[config.mk]
export PLATFORM = sky130hd
export DESIGN_NAME = card_config_register_bank
export DESIGN_NICKNAME = d
export VERILOG_FILES = /design/src/pkg/card_cfg_pkg.sv /design/src/design/card_config_register_bank.sv
export VERILOG_INCLUDE_DIRS = /design/src /design/src/pkg
export SDC_FILE = /design/constraint.sdc
export NUM_CORES = 1
export LEC_CHECK = 0
export BUFFER_PORTS_ARGS = -buffer_cell sky130_fd_sc_hd__buf_2
export CAP_MARGIN = 20
export CORE_MARGIN = 2
export CORE_UTILIZATION = 55
export CTS_BUF_LIST = sky130_fd_sc_hd__clkbuf_8
export DETAILED_ROUTE_END_ITERATION = 12
export PLACE_DENSITY_LB_ADDON = 0.3
export SYNTH_ARGS = -nofsm -noshare
export SYNTH_HDL_FRONTEND = slang
export SYNTH_SLANG_ARGS = --single-unit
[constraint.sdc]
create_clock -name mclk -period 4.62 [get_ports mclk]
set_clock_uncertainty 0.1 [all_clocks]
set_input_delay 0.693 -clock mclk [delete_from_list [all_inputs] [get_ports mclk]]
set_output_delay 0.693 -clock mclk [all_outputs]
set_load 0.01 [all_outputs]
[src/pkg/card_cfg_map.svh]
/*
 * Offsets, field positions and reset values of the card configuration
 * registers. Assumes inclusion by bare name from the design and bench.
 */
`ifndef CARD_CFG_MAP_SVH
`define CARD_CFG_MAP_SVH

`define CCFG_OFS_OPTION      11'h200
`define CCFG_OFS_STATUS      11'h202
`define CCFG_OFS_PINREP      11'h204

`define CCFG_OPT_SOFT_RESET_BIT      7
`define CCFG_OPT_LEVEL       6
`define CCFG_OPT_IDX_HI      5
`define CCFG_OPT_RESET       8'h00

`define CCFG_ST_CHANGED      7
`define CCFG_ST_CHANGE_SIGNAL_ENABLE       6
`define CCFG_ST_BYTEIO       5
`define CCFG_ST_PWRDN        2
`define CCFG_ST_INT          1
`define CCFG_ST_RESET        8'h00

`define CCFG_PR_RDYCHG       5
`define CCFG_PR_WPCHG        4
`define CCFG_PR_ONES         3
`define CCFG_PR_RDYLIVE      1
`define CCFG_PR_WPLIVE       0

`define CCFG_IDX_MEM         6'h00
`define CCFG_IDX_IO_ANY      6'h01
`define CCFG_IDX_IO_PRI      6'h02
`define CCFG_IDX_IO_SEC      6'h03

`endif

[src/pkg/card_cfg_pkg.sv]
/*
 * Types for the card configuration register bank.
 * Assumes the map header sits on the include path.
 */
package card_cfg_pkg;

    typedef enum logic [1:0]
    {
        DEC_MEMORY = 2'b00,
        DEC_IO_ANY = 2'b01,
        DEC_IO_PRI = 2'b10,
        DEC_IO_SEC = 2'b11
    } decode_e;

    typedef enum logic [1:0]
    {
        PWR_ACTIVE   = 2'b00,
        PWR_TO_DOWN  = 2'b01,
        PWR_DOWN     = 2'b10,
        PWR_TO_UP    = 2'b11
    } pwr_e;

    // Attribute memory access strobes as seen at the card pins
    typedef struct packed
    {
        logic        ce1_n;
        logic        reg_n;
        logic        oe_n;
        logic        we_n;
        logic [10:0] addr;
        logic [7:0]  wdata;
    } attr_bus_s;

    // Settings that steer the rest of the card
    typedef struct packed
    {
        logic    card_reset;
        logic    level_irq_select;
        decode_e decode;
        logic    io_configured;
        logic    power_save_request;
    } card_ctl_s;

endpackage

[src/design/card_config_register_bank.sv]
/*
 * Card configuration register bank: option, configuration-and-status and
 * pin-replacement registers in attribute memory, with soft reset, decode
 * selection, state-change pin, power-down handshake and change flags.
 * Assumes the pin strobes are synchronised to mclk; the ATA core supplies
 * the interrupt, idle and command indications on mclk.
 */
`timescale 1ns/1ps
`include "card_cfg_map.svh"

module card_config_register_bank
    import card_cfg_pkg::*;
(
    // Clock and reset
    input  wire logic      mclk,
    input  wire logic      rst,
    // Attribute memory strobes
    input  wire attr_bus_s attr_bus,
    output logic [7:0]     rdata,
    output logic           rdata_oe,
    // Core status
    input  wire logic      core_irq,
    input  wire logic      irq_disable_bit,
    input  wire logic      core_ready,
    input  wire logic      core_idle,
    input  wire logic      core_command,
    input  wire logic      power_reached,
    // Control outputs
    output card_ctl_s      card_ctl,
    output logic           status_change_out,
    output logic           ready_busy_out,
    output logic           power_down_active
);

    logic [7:0] opt_q;
    logic [7:0] opt_d;
    logic       change_signal_enable_q;
    logic       change_signal_enable_d;
    logic       byteio_q;
    logic       byteio_d;
    logic       psave_q;
    logic       psave_d;
    logic       rdychg_q;
    logic       rdychg_d;
    logic       wpchg_q;
    logic       wpchg_d;
    logic       rdy_prev_q;
    logic       wp_prev_q;
    logic       we_prev_q;
    logic       we_prev_d;
    pwr_e       pwr_q;
    pwr_e       pwr_d;
    logic [7:0] rdata_q;
    logic [7:0] rdata_d;
    logic       rd_oe_q;
    logic       rd_oe_d;

    logic       cfg_sel;
    logic       wr_stb;
    logic       rd_act;
    logic       soft_rst;
    logic       rdy_live;
    logic       wp_live;
    logic       changed;
    logic       irq_view;
    logic       io_cfg;
    decode_e    decode;

    // Only even, 8-bit attribute accesses with A9 high reach the bank
    assign cfg_sel = !attr_bus.ce1_n && !attr_bus.reg_n
                     && attr_bus.addr[9] && !attr_bus.addr[0];
    // Write takes effect once, on the falling edge of the write strobe
    assign wr_stb  = cfg_sel && !attr_bus.we_n && attr_bus.oe_n
                     && we_prev_q;
    assign rd_act  = cfg_sel && !attr_bus.oe_n && attr_bus.we_n;

    assign soft_rst = opt_q[`CCFG_OPT_SOFT_RESET_BIT];
    assign wp_live  = 1'b0;
    assign changed  = rdychg_q | wpchg_q;
    assign irq_view = core_irq & !irq_disable_bit;

    // Card is busy while a power transition is pending
    assign rdy_live = core_ready && (pwr_q == PWR_ACTIVE
                      || pwr_q == PWR_DOWN);

    // Indices beyond 3 are unsupported; they fall back to memory decode
    always_comb
    begin
        case (opt_q[`CCFG_OPT_IDX_HI:0])
            `CCFG_IDX_IO_ANY: decode = DEC_IO_ANY;
            `CCFG_IDX_IO_PRI: decode = DEC_IO_PRI;
            `CCFG_IDX_IO_SEC: decode = DEC_IO_SEC;
            default:          decode = DEC_MEMORY;
        endcase
    end
    assign io_cfg = (decode != DEC_MEMORY);

    // Register writes
    always_comb
    begin
        opt_d     = opt_q;
        change_signal_enable_d  = change_signal_enable_q;
        byteio_d  = byteio_q;
        psave_d   = psave_q;
        rdychg_d  = rdychg_q;
        wpchg_d   = wpchg_q;
        we_prev_d = attr_bus.we_n;
        if (wr_stb && attr_bus.addr == `CCFG_OFS_OPTION)
        begin
            opt_d = attr_bus.wdata;
        end
        if (wr_stb && attr_bus.addr == `CCFG_OFS_STATUS)
        begin
            change_signal_enable_d = attr_bus.wdata[`CCFG_ST_CHANGE_SIGNAL_ENABLE];
            byteio_d = attr_bus.wdata[`CCFG_ST_BYTEIO];
            psave_d  = attr_bus.wdata[`CCFG_ST_PWRDN];
        end
        if (wr_stb && attr_bus.addr == `CCFG_OFS_PINREP)
        begin
            if (attr_bus.wdata[`CCFG_PR_RDYLIVE])
                rdychg_d = attr_bus.wdata[`CCFG_PR_RDYCHG];
            if (attr_bus.wdata[`CCFG_PR_WPLIVE])
                wpchg_d = attr_bus.wdata[`CCFG_PR_WPCHG];
        end
        // Hardware edge wins over a host clear in the same cycle
        if (rdy_live != rdy_prev_q)
            rdychg_d = 1'b1;
        if (wp_live != wp_prev_q)
            wpchg_d = 1'b1;
    end

    // Power state: host request or automatic idle/command transitions
    always_comb
    begin
        pwr_d = pwr_q;
        case (pwr_q)
            PWR_ACTIVE:
                if (psave_d != psave_q && psave_d)
                    pwr_d = PWR_TO_DOWN;
                else if (core_idle && !core_command)
                    pwr_d = PWR_TO_DOWN;
            PWR_TO_DOWN:
                if (power_reached)
                    pwr_d = PWR_DOWN;
            PWR_DOWN:
                if (psave_d != psave_q && !psave_d)
                    pwr_d = PWR_TO_UP;
                else if (core_command && !psave_q)
                    pwr_d = PWR_TO_UP;
            PWR_TO_UP:
                if (power_reached)
                    pwr_d = PWR_ACTIVE;
            default:
                pwr_d = PWR_ACTIVE;
        endcase
        // A change of request toward the current state still flags busy
        if (psave_d != psave_q && pwr_d == pwr_q)
            pwr_d = psave_d ? PWR_TO_DOWN : PWR_TO_UP;
    end

    // Read mux; constant bits and read-only bits come from logic only
    always_comb
    begin
        rdata_d = 8'h00;
        rd_oe_d = rd_act;
        case (attr_bus.addr)
            `CCFG_OFS_OPTION:
                rdata_d = opt_q;
            `CCFG_OFS_STATUS:
            begin
                rdata_d[`CCFG_ST_CHANGED] = changed;
                rdata_d[`CCFG_ST_CHANGE_SIGNAL_ENABLE]  = change_signal_enable_q;
                rdata_d[`CCFG_ST_BYTEIO]  = byteio_q;
                rdata_d[`CCFG_ST_PWRDN]   = psave_q;
                rdata_d[`CCFG_ST_INT]     = irq_view;
            end
            `CCFG_OFS_PINREP:
            begin
                rdata_d[`CCFG_PR_RDYCHG]    = rdychg_q;
                rdata_d[`CCFG_PR_WPCHG]     = wpchg_q;
                rdata_d[`CCFG_PR_ONES]      = 1'b1;
                rdata_d[`CCFG_PR_ONES - 1]  = 1'b1;
                rdata_d[`CCFG_PR_RDYLIVE]   = rdy_live;
                rdata_d[`CCFG_PR_WPLIVE]    = wp_live;
            end
            default:
                rdata_d = 8'h00;
        endcase
        if (!rd_act)
            rdata_d = 8'h00;
    end

    // Option register is reset by hardware; soft reset clears all of it but the soft reset bit
    always_ff @(posedge mclk or posedge rst)
    begin
        if (rst)
            opt_q <= `CCFG_OPT_RESET;
        else if (soft_rst)
            // Only the soft reset bit survives its own reset
            opt_q <= {opt_d[`CCFG_OPT_SOFT_RESET_BIT], 7'h00};
        else
            opt_q <= opt_d;
    end

    // Remaining state is reset by hardware; soft reset clears all but the edge trackers and read path
    always_ff @(posedge mclk or posedge rst)
    begin
        if (rst)
        begin
            change_signal_enable_q   <= 1'b0;
            byteio_q   <= 1'b0;
            psave_q    <= 1'b0;
            rdychg_q   <= 1'b0;
            wpchg_q    <= 1'b0;
            // Matches the ready level after reset, so no false change flag
            rdy_prev_q <= 1'b1;
            wp_prev_q  <= 1'b0;
            we_prev_q  <= 1'b1;
            pwr_q      <= PWR_ACTIVE;
            rdata_q    <= 8'h00;
            rd_oe_q    <= 1'b0;
        end
        else if (soft_rst)
        begin
            change_signal_enable_q   <= 1'b0;
            byteio_q   <= 1'b0;
            psave_q    <= 1'b0;
            rdychg_q   <= 1'b0;
            wpchg_q    <= 1'b0;
            rdy_prev_q <= rdy_live;
            wp_prev_q  <= wp_live;
            we_prev_q  <= we_prev_d;
            pwr_q      <= PWR_ACTIVE;
            rdata_q    <= rdata_d;
            rd_oe_q    <= rd_oe_d;
        end
        else
        begin
            change_signal_enable_q   <= change_signal_enable_d;
            byteio_q   <= byteio_d;
            psave_q    <= psave_d;
            rdychg_q   <= rdychg_d;
            wpchg_q    <= wpchg_d;
            rdy_prev_q <= rdy_live;
            wp_prev_q  <= wp_live;
            we_prev_q  <= we_prev_d;
            pwr_q      <= pwr_d;
            rdata_q    <= rdata_d;
            rd_oe_q    <= rd_oe_d;
        end
    end

    assign rdata    = rdata_q;
    assign rdata_oe = rd_oe_q;

    // Soft reset drives the core's hard reset input, not its ATA soft reset
    assign card_ctl.card_reset         = soft_rst;
    assign card_ctl.level_irq_select   = opt_q[`CCFG_OPT_LEVEL];
    assign card_ctl.decode             = decode;
    assign card_ctl.io_configured      = io_cfg;
    assign card_ctl.power_save_request = psave_q;

    // Pin is meaningful only in I/O mode; memory mode keeps it idle high
    assign status_change_out = !(io_cfg && change_signal_enable_q && changed);
    assign ready_busy_out    = rdy_live;
    assign power_down_active = (pwr_q == PWR_DOWN);

endmodule

==> impl_metrics.py <==
metrics = {
    "clock_network": {
        "cts.sink_count": 26,
        "clockBufferDepth": 2,
        "clk_latency_ns": 0.27,
        "h-tree-depth": 1,
        "hold_buffers": 0,
        "numCtsBuffers": 3,
        "cts_root_buffer": "clkbuf_8",
        "cts-resized-gates": 0,
        "clkTransAtPathRegs_ns": 0.09,
        "cts_tree": "built",
        "post_cts_buffers": 0,
    },
    "timing": {
        "finalHoldViolCount": 0,
        "setup_violations": 0,
        "period_share": 0.661,
        "max_freq_mhz": 328,
        "rsz0062_at_grt": "no",
        "worst_pin_slew_ns": 0.965,
        "finalSetupTns_ns": 0,
        "period_needed_ns": 3.05,
        "slew_violations": 0,
        "slew_headroom": 0.356,
    },
    "layout": {
        "mostFrequentLayoutCell": "buf_2",
        "final_core_util": 0.722,
        "fill_cells": 169,
        "drive_gt1_frac": 0.330,
        "area_growth_pct": 21.8,
        "final_cell_area_um2": 1640,
        "diodes": 0,
        "fin_cells": 207,
        "finalNetCount": 213,
        "final_cell_mix": "buf_2, nor2_1, dfrtp_1",
    },
    "logic_synthesis": {
        "synth_top_family_by_area": "simple AND/OR/NAND/NOR gates",
        "synthXorXnorAreaFrac": 0.00649,
        "muxShareOfSynthArea": 0.123,
        "syn-cell-area_um2": 1350,
        "yosys_register_bits": 26,
        "yosys.area_share.simple": 0.232,
        "yosysUniqueCellTypes": 40,
        "ys_seq_area_frac": 0.484,
        "synthFlopType": "dfrtp_1",
        "syn-num-nets": 168,
        "synthesis.instances": 135,
        "synth_warnings": 0,
        "synth-edff-count": 0,
        "synthArstFlopShare": 1.00,
        "avgSynthCellArea_um2": 9.99,
        "synth-adder-area-share": 0.0186,
        "synth_compound_gate_area_share": 0.0714,
    },
    "global_routing": {
        "grt_pass1_vias": 1104,
        "antenna_found_initial": 0,
        "grt_usage": 0.225,
        "gr-total-overflow": 0,
        "grt_max_degree": 27,
        "grt_pass1_wl_mm": 4.60,
    },
    "floorplan": {
        "core-area_um2": 2280,
        "die_y_um": 53.5,
        "dieWidth_um": 53.5,
        "fp.dieArea_um2": 2860,
        "io_pins": 49,
        "rows": 17,
        "initial_utilization": 0.593,
    },
    "power_and_ir_drop": {
        "clock_power_share": 0.366,
        "max-vdd-ir-drop_v": 0.000253,
        "p_leak_nw": 0.896,
        "combPwrFrac": 0.143,
        "power.share.switching": 0.242,
        "power.total_w": 0.000514,
        "p_seq_frac": 0.492,
        "power_density_nw_per_um2": 313,
        "switchingPower_w": 0.000124,
        "p_int_w": 0.000390,
    },
    "setup_path": {
        "critPathMaxFanout": 3,
        "cp_num_buf_inv": 1,
        "startpoint_type": "input port",
        "critical-path-top-cell-by-count": "nor3_1",
        "cpLargestDelayFamily": "simple AND/OR/NAND/NOR gates",
        "slowest_stage": "or4_4",
        "crit_path_cell_trace": "buf_2, or4_4, nor3_1, nand3_1, and2_1, ha_1, a2111oi_0, o211ai_1, a22oi_1, nor3_1",
        "endpoint_kind": "flip-flop",
        "worstSetupPathType": "input port to flip-flop",
        "required_ns": 4.66,
        "max_stage_delay_ns": 0.53,
        "crit_arrival_ns": 3.09,
    },
    "route": {
        "num_vias": 1142,
        "dr.first_iter.drc_count": 17,
        "viasPerCell": 5.52,
        "wire_per_inst_um": 13.8,
        "drt_wl_total_mm": 2.87,
        "first_pass_iters": 4,
        "drc": 0,
        "ant_nets": 0,
    },
    "placed_design": {
        "io_buffer_count": 48,
        "placed_area_um2": 1570,
        "gp_congestion": 0.880,
        "dpl.hpwl_mm": 2.25,
        "post-place-cells": 203,
    },
    "run_status": {
        "outcome": "finished clean",
    },
    "run": {
        "maxCapViolCount": 0,
    },
    "hold_path": {
        "hold_class": "input port to flip-flop",
    },
}
worst register-to-register path, stage by stage (launching register included):
cell	delay (ns)
dfstp_2	0.54
nand3b_1	0.10
nor2_1	0.16
nand3_1	0.13
and2_1	0.20
ha_1	0.19
a2111oi_0	0.49
o211ai_1	0.15
a22oi_1	0.16
nor3_1	0.07
cells in the mapped netlist, types with 3 or more instances:
library cell | number | area [um2]
a21oi_1 | 3 | 15.0
and2_1 | 3 | 18.8
buf_4 | 4 | 30.0
clkbuf_1 | 3 | 11.3
dfrtp_1 | 24 | 601
inv_1 | 9 | 33.8
mux2i_1 | 14 | 140
nand2_1 | 3 | 11.3
nand3_1 | 4 | 20.0
nor2_1 | 25 | 93.8
nor3_1 | 5 | 25.0
nor4_1 | 3 | 18.8
flip-flops by register name (all words and copies together) (netlist names):
name	flops
rdychg_q	1
rdata	8
pwr_q	2
rdata_oe	1
change_signal_enable_q	1
opt_q	8
psave_q	1
we_prev_q	1
wpchg_q	1
rdy_prev_q	1
byteio_q	1
final cells by class:
class / count / area [um2] / area share
well taps: 28 / 35.0 / 0.0213
inverters: 9 / 33.8 / 0.0206
flip-flops and latches: 26 / 653 / 0.398
multi-input cells: 92 / 609 / 0.371
clock inverters: 1 / 30.0 / 0.0183
clock buffers: 3 / 41.3 / 0.0251
repair buffers: 48 / 240 / 0.146
stage by stage:
step	hold slack [ns]	worst slack, ns
finish	0.425	1.57
global route	0.422	1.35
CTS	0.428	1.55
detailed placement	0.424	1.27
global placement	0.419	1.42
floorplan	0.380	1.69
power by group through the flow:
| stage | clock [W] | sequential, W | combinational, W |
|---|---|---|---|
| after floorplan | 0 | 0.000254 | 0.0000475 |
| final | 0.000188 | 0.000253 | 0.0000733 |
| after detailed placement | 0 | 0.000257 | 0.0000739 |
| after CTS | 0.000189 | 0.000253 | 0.0000740 |
| after global routing | 0.000199 | 0.000255 | 0.0000824 |
| after global placement | 0 | 0.000256 | 0.0000707 |
routing by layer:
metal,vias to the layer above,part of all wire,global-route usage
met5,-,0,0
met2,51,0.49,0.399
met1,527,0.42,0.265
li1,557,-,-
met4,0,0.021,0.115
met3,7,0.063,0.0254
worst paths after layout:
check / startpoint / to / slack [ns] / depth (start not counted)
worst max-delay path: attr_bus[11] / pwr_q[1]$_DFF_PP0_ / 1.57 / 10
worst min-delay path: attr_bus[19] / we_prev_q$_DFF_PP1_ / 0.43 / 1
worst max register to register: we_prev_q$_DFF_PP1_ / pwr_q[1]$_DFF_PP0_ / 2.21 / 9
worst min register to register: byteio_q$_DFFE_PP0P_ / byteio_q$_DFFE_PP0P_ / 0.44 / 2
max in group asynchronous: rst / opt_q[6]$_DFFE_PP0P_ / 3.30 / 2
min in group asynchronous: rst / rdata_oe$_DFF_PP0_ / 0.53 / 2
cell families after synthesis:
family,count (synthesis)
simple gates,59
flops,26
buf+inv,17
mux,16
compound gates,14
fa+ha+maj,2
xor+xnor,1
(Power assumes the default switching activity.)
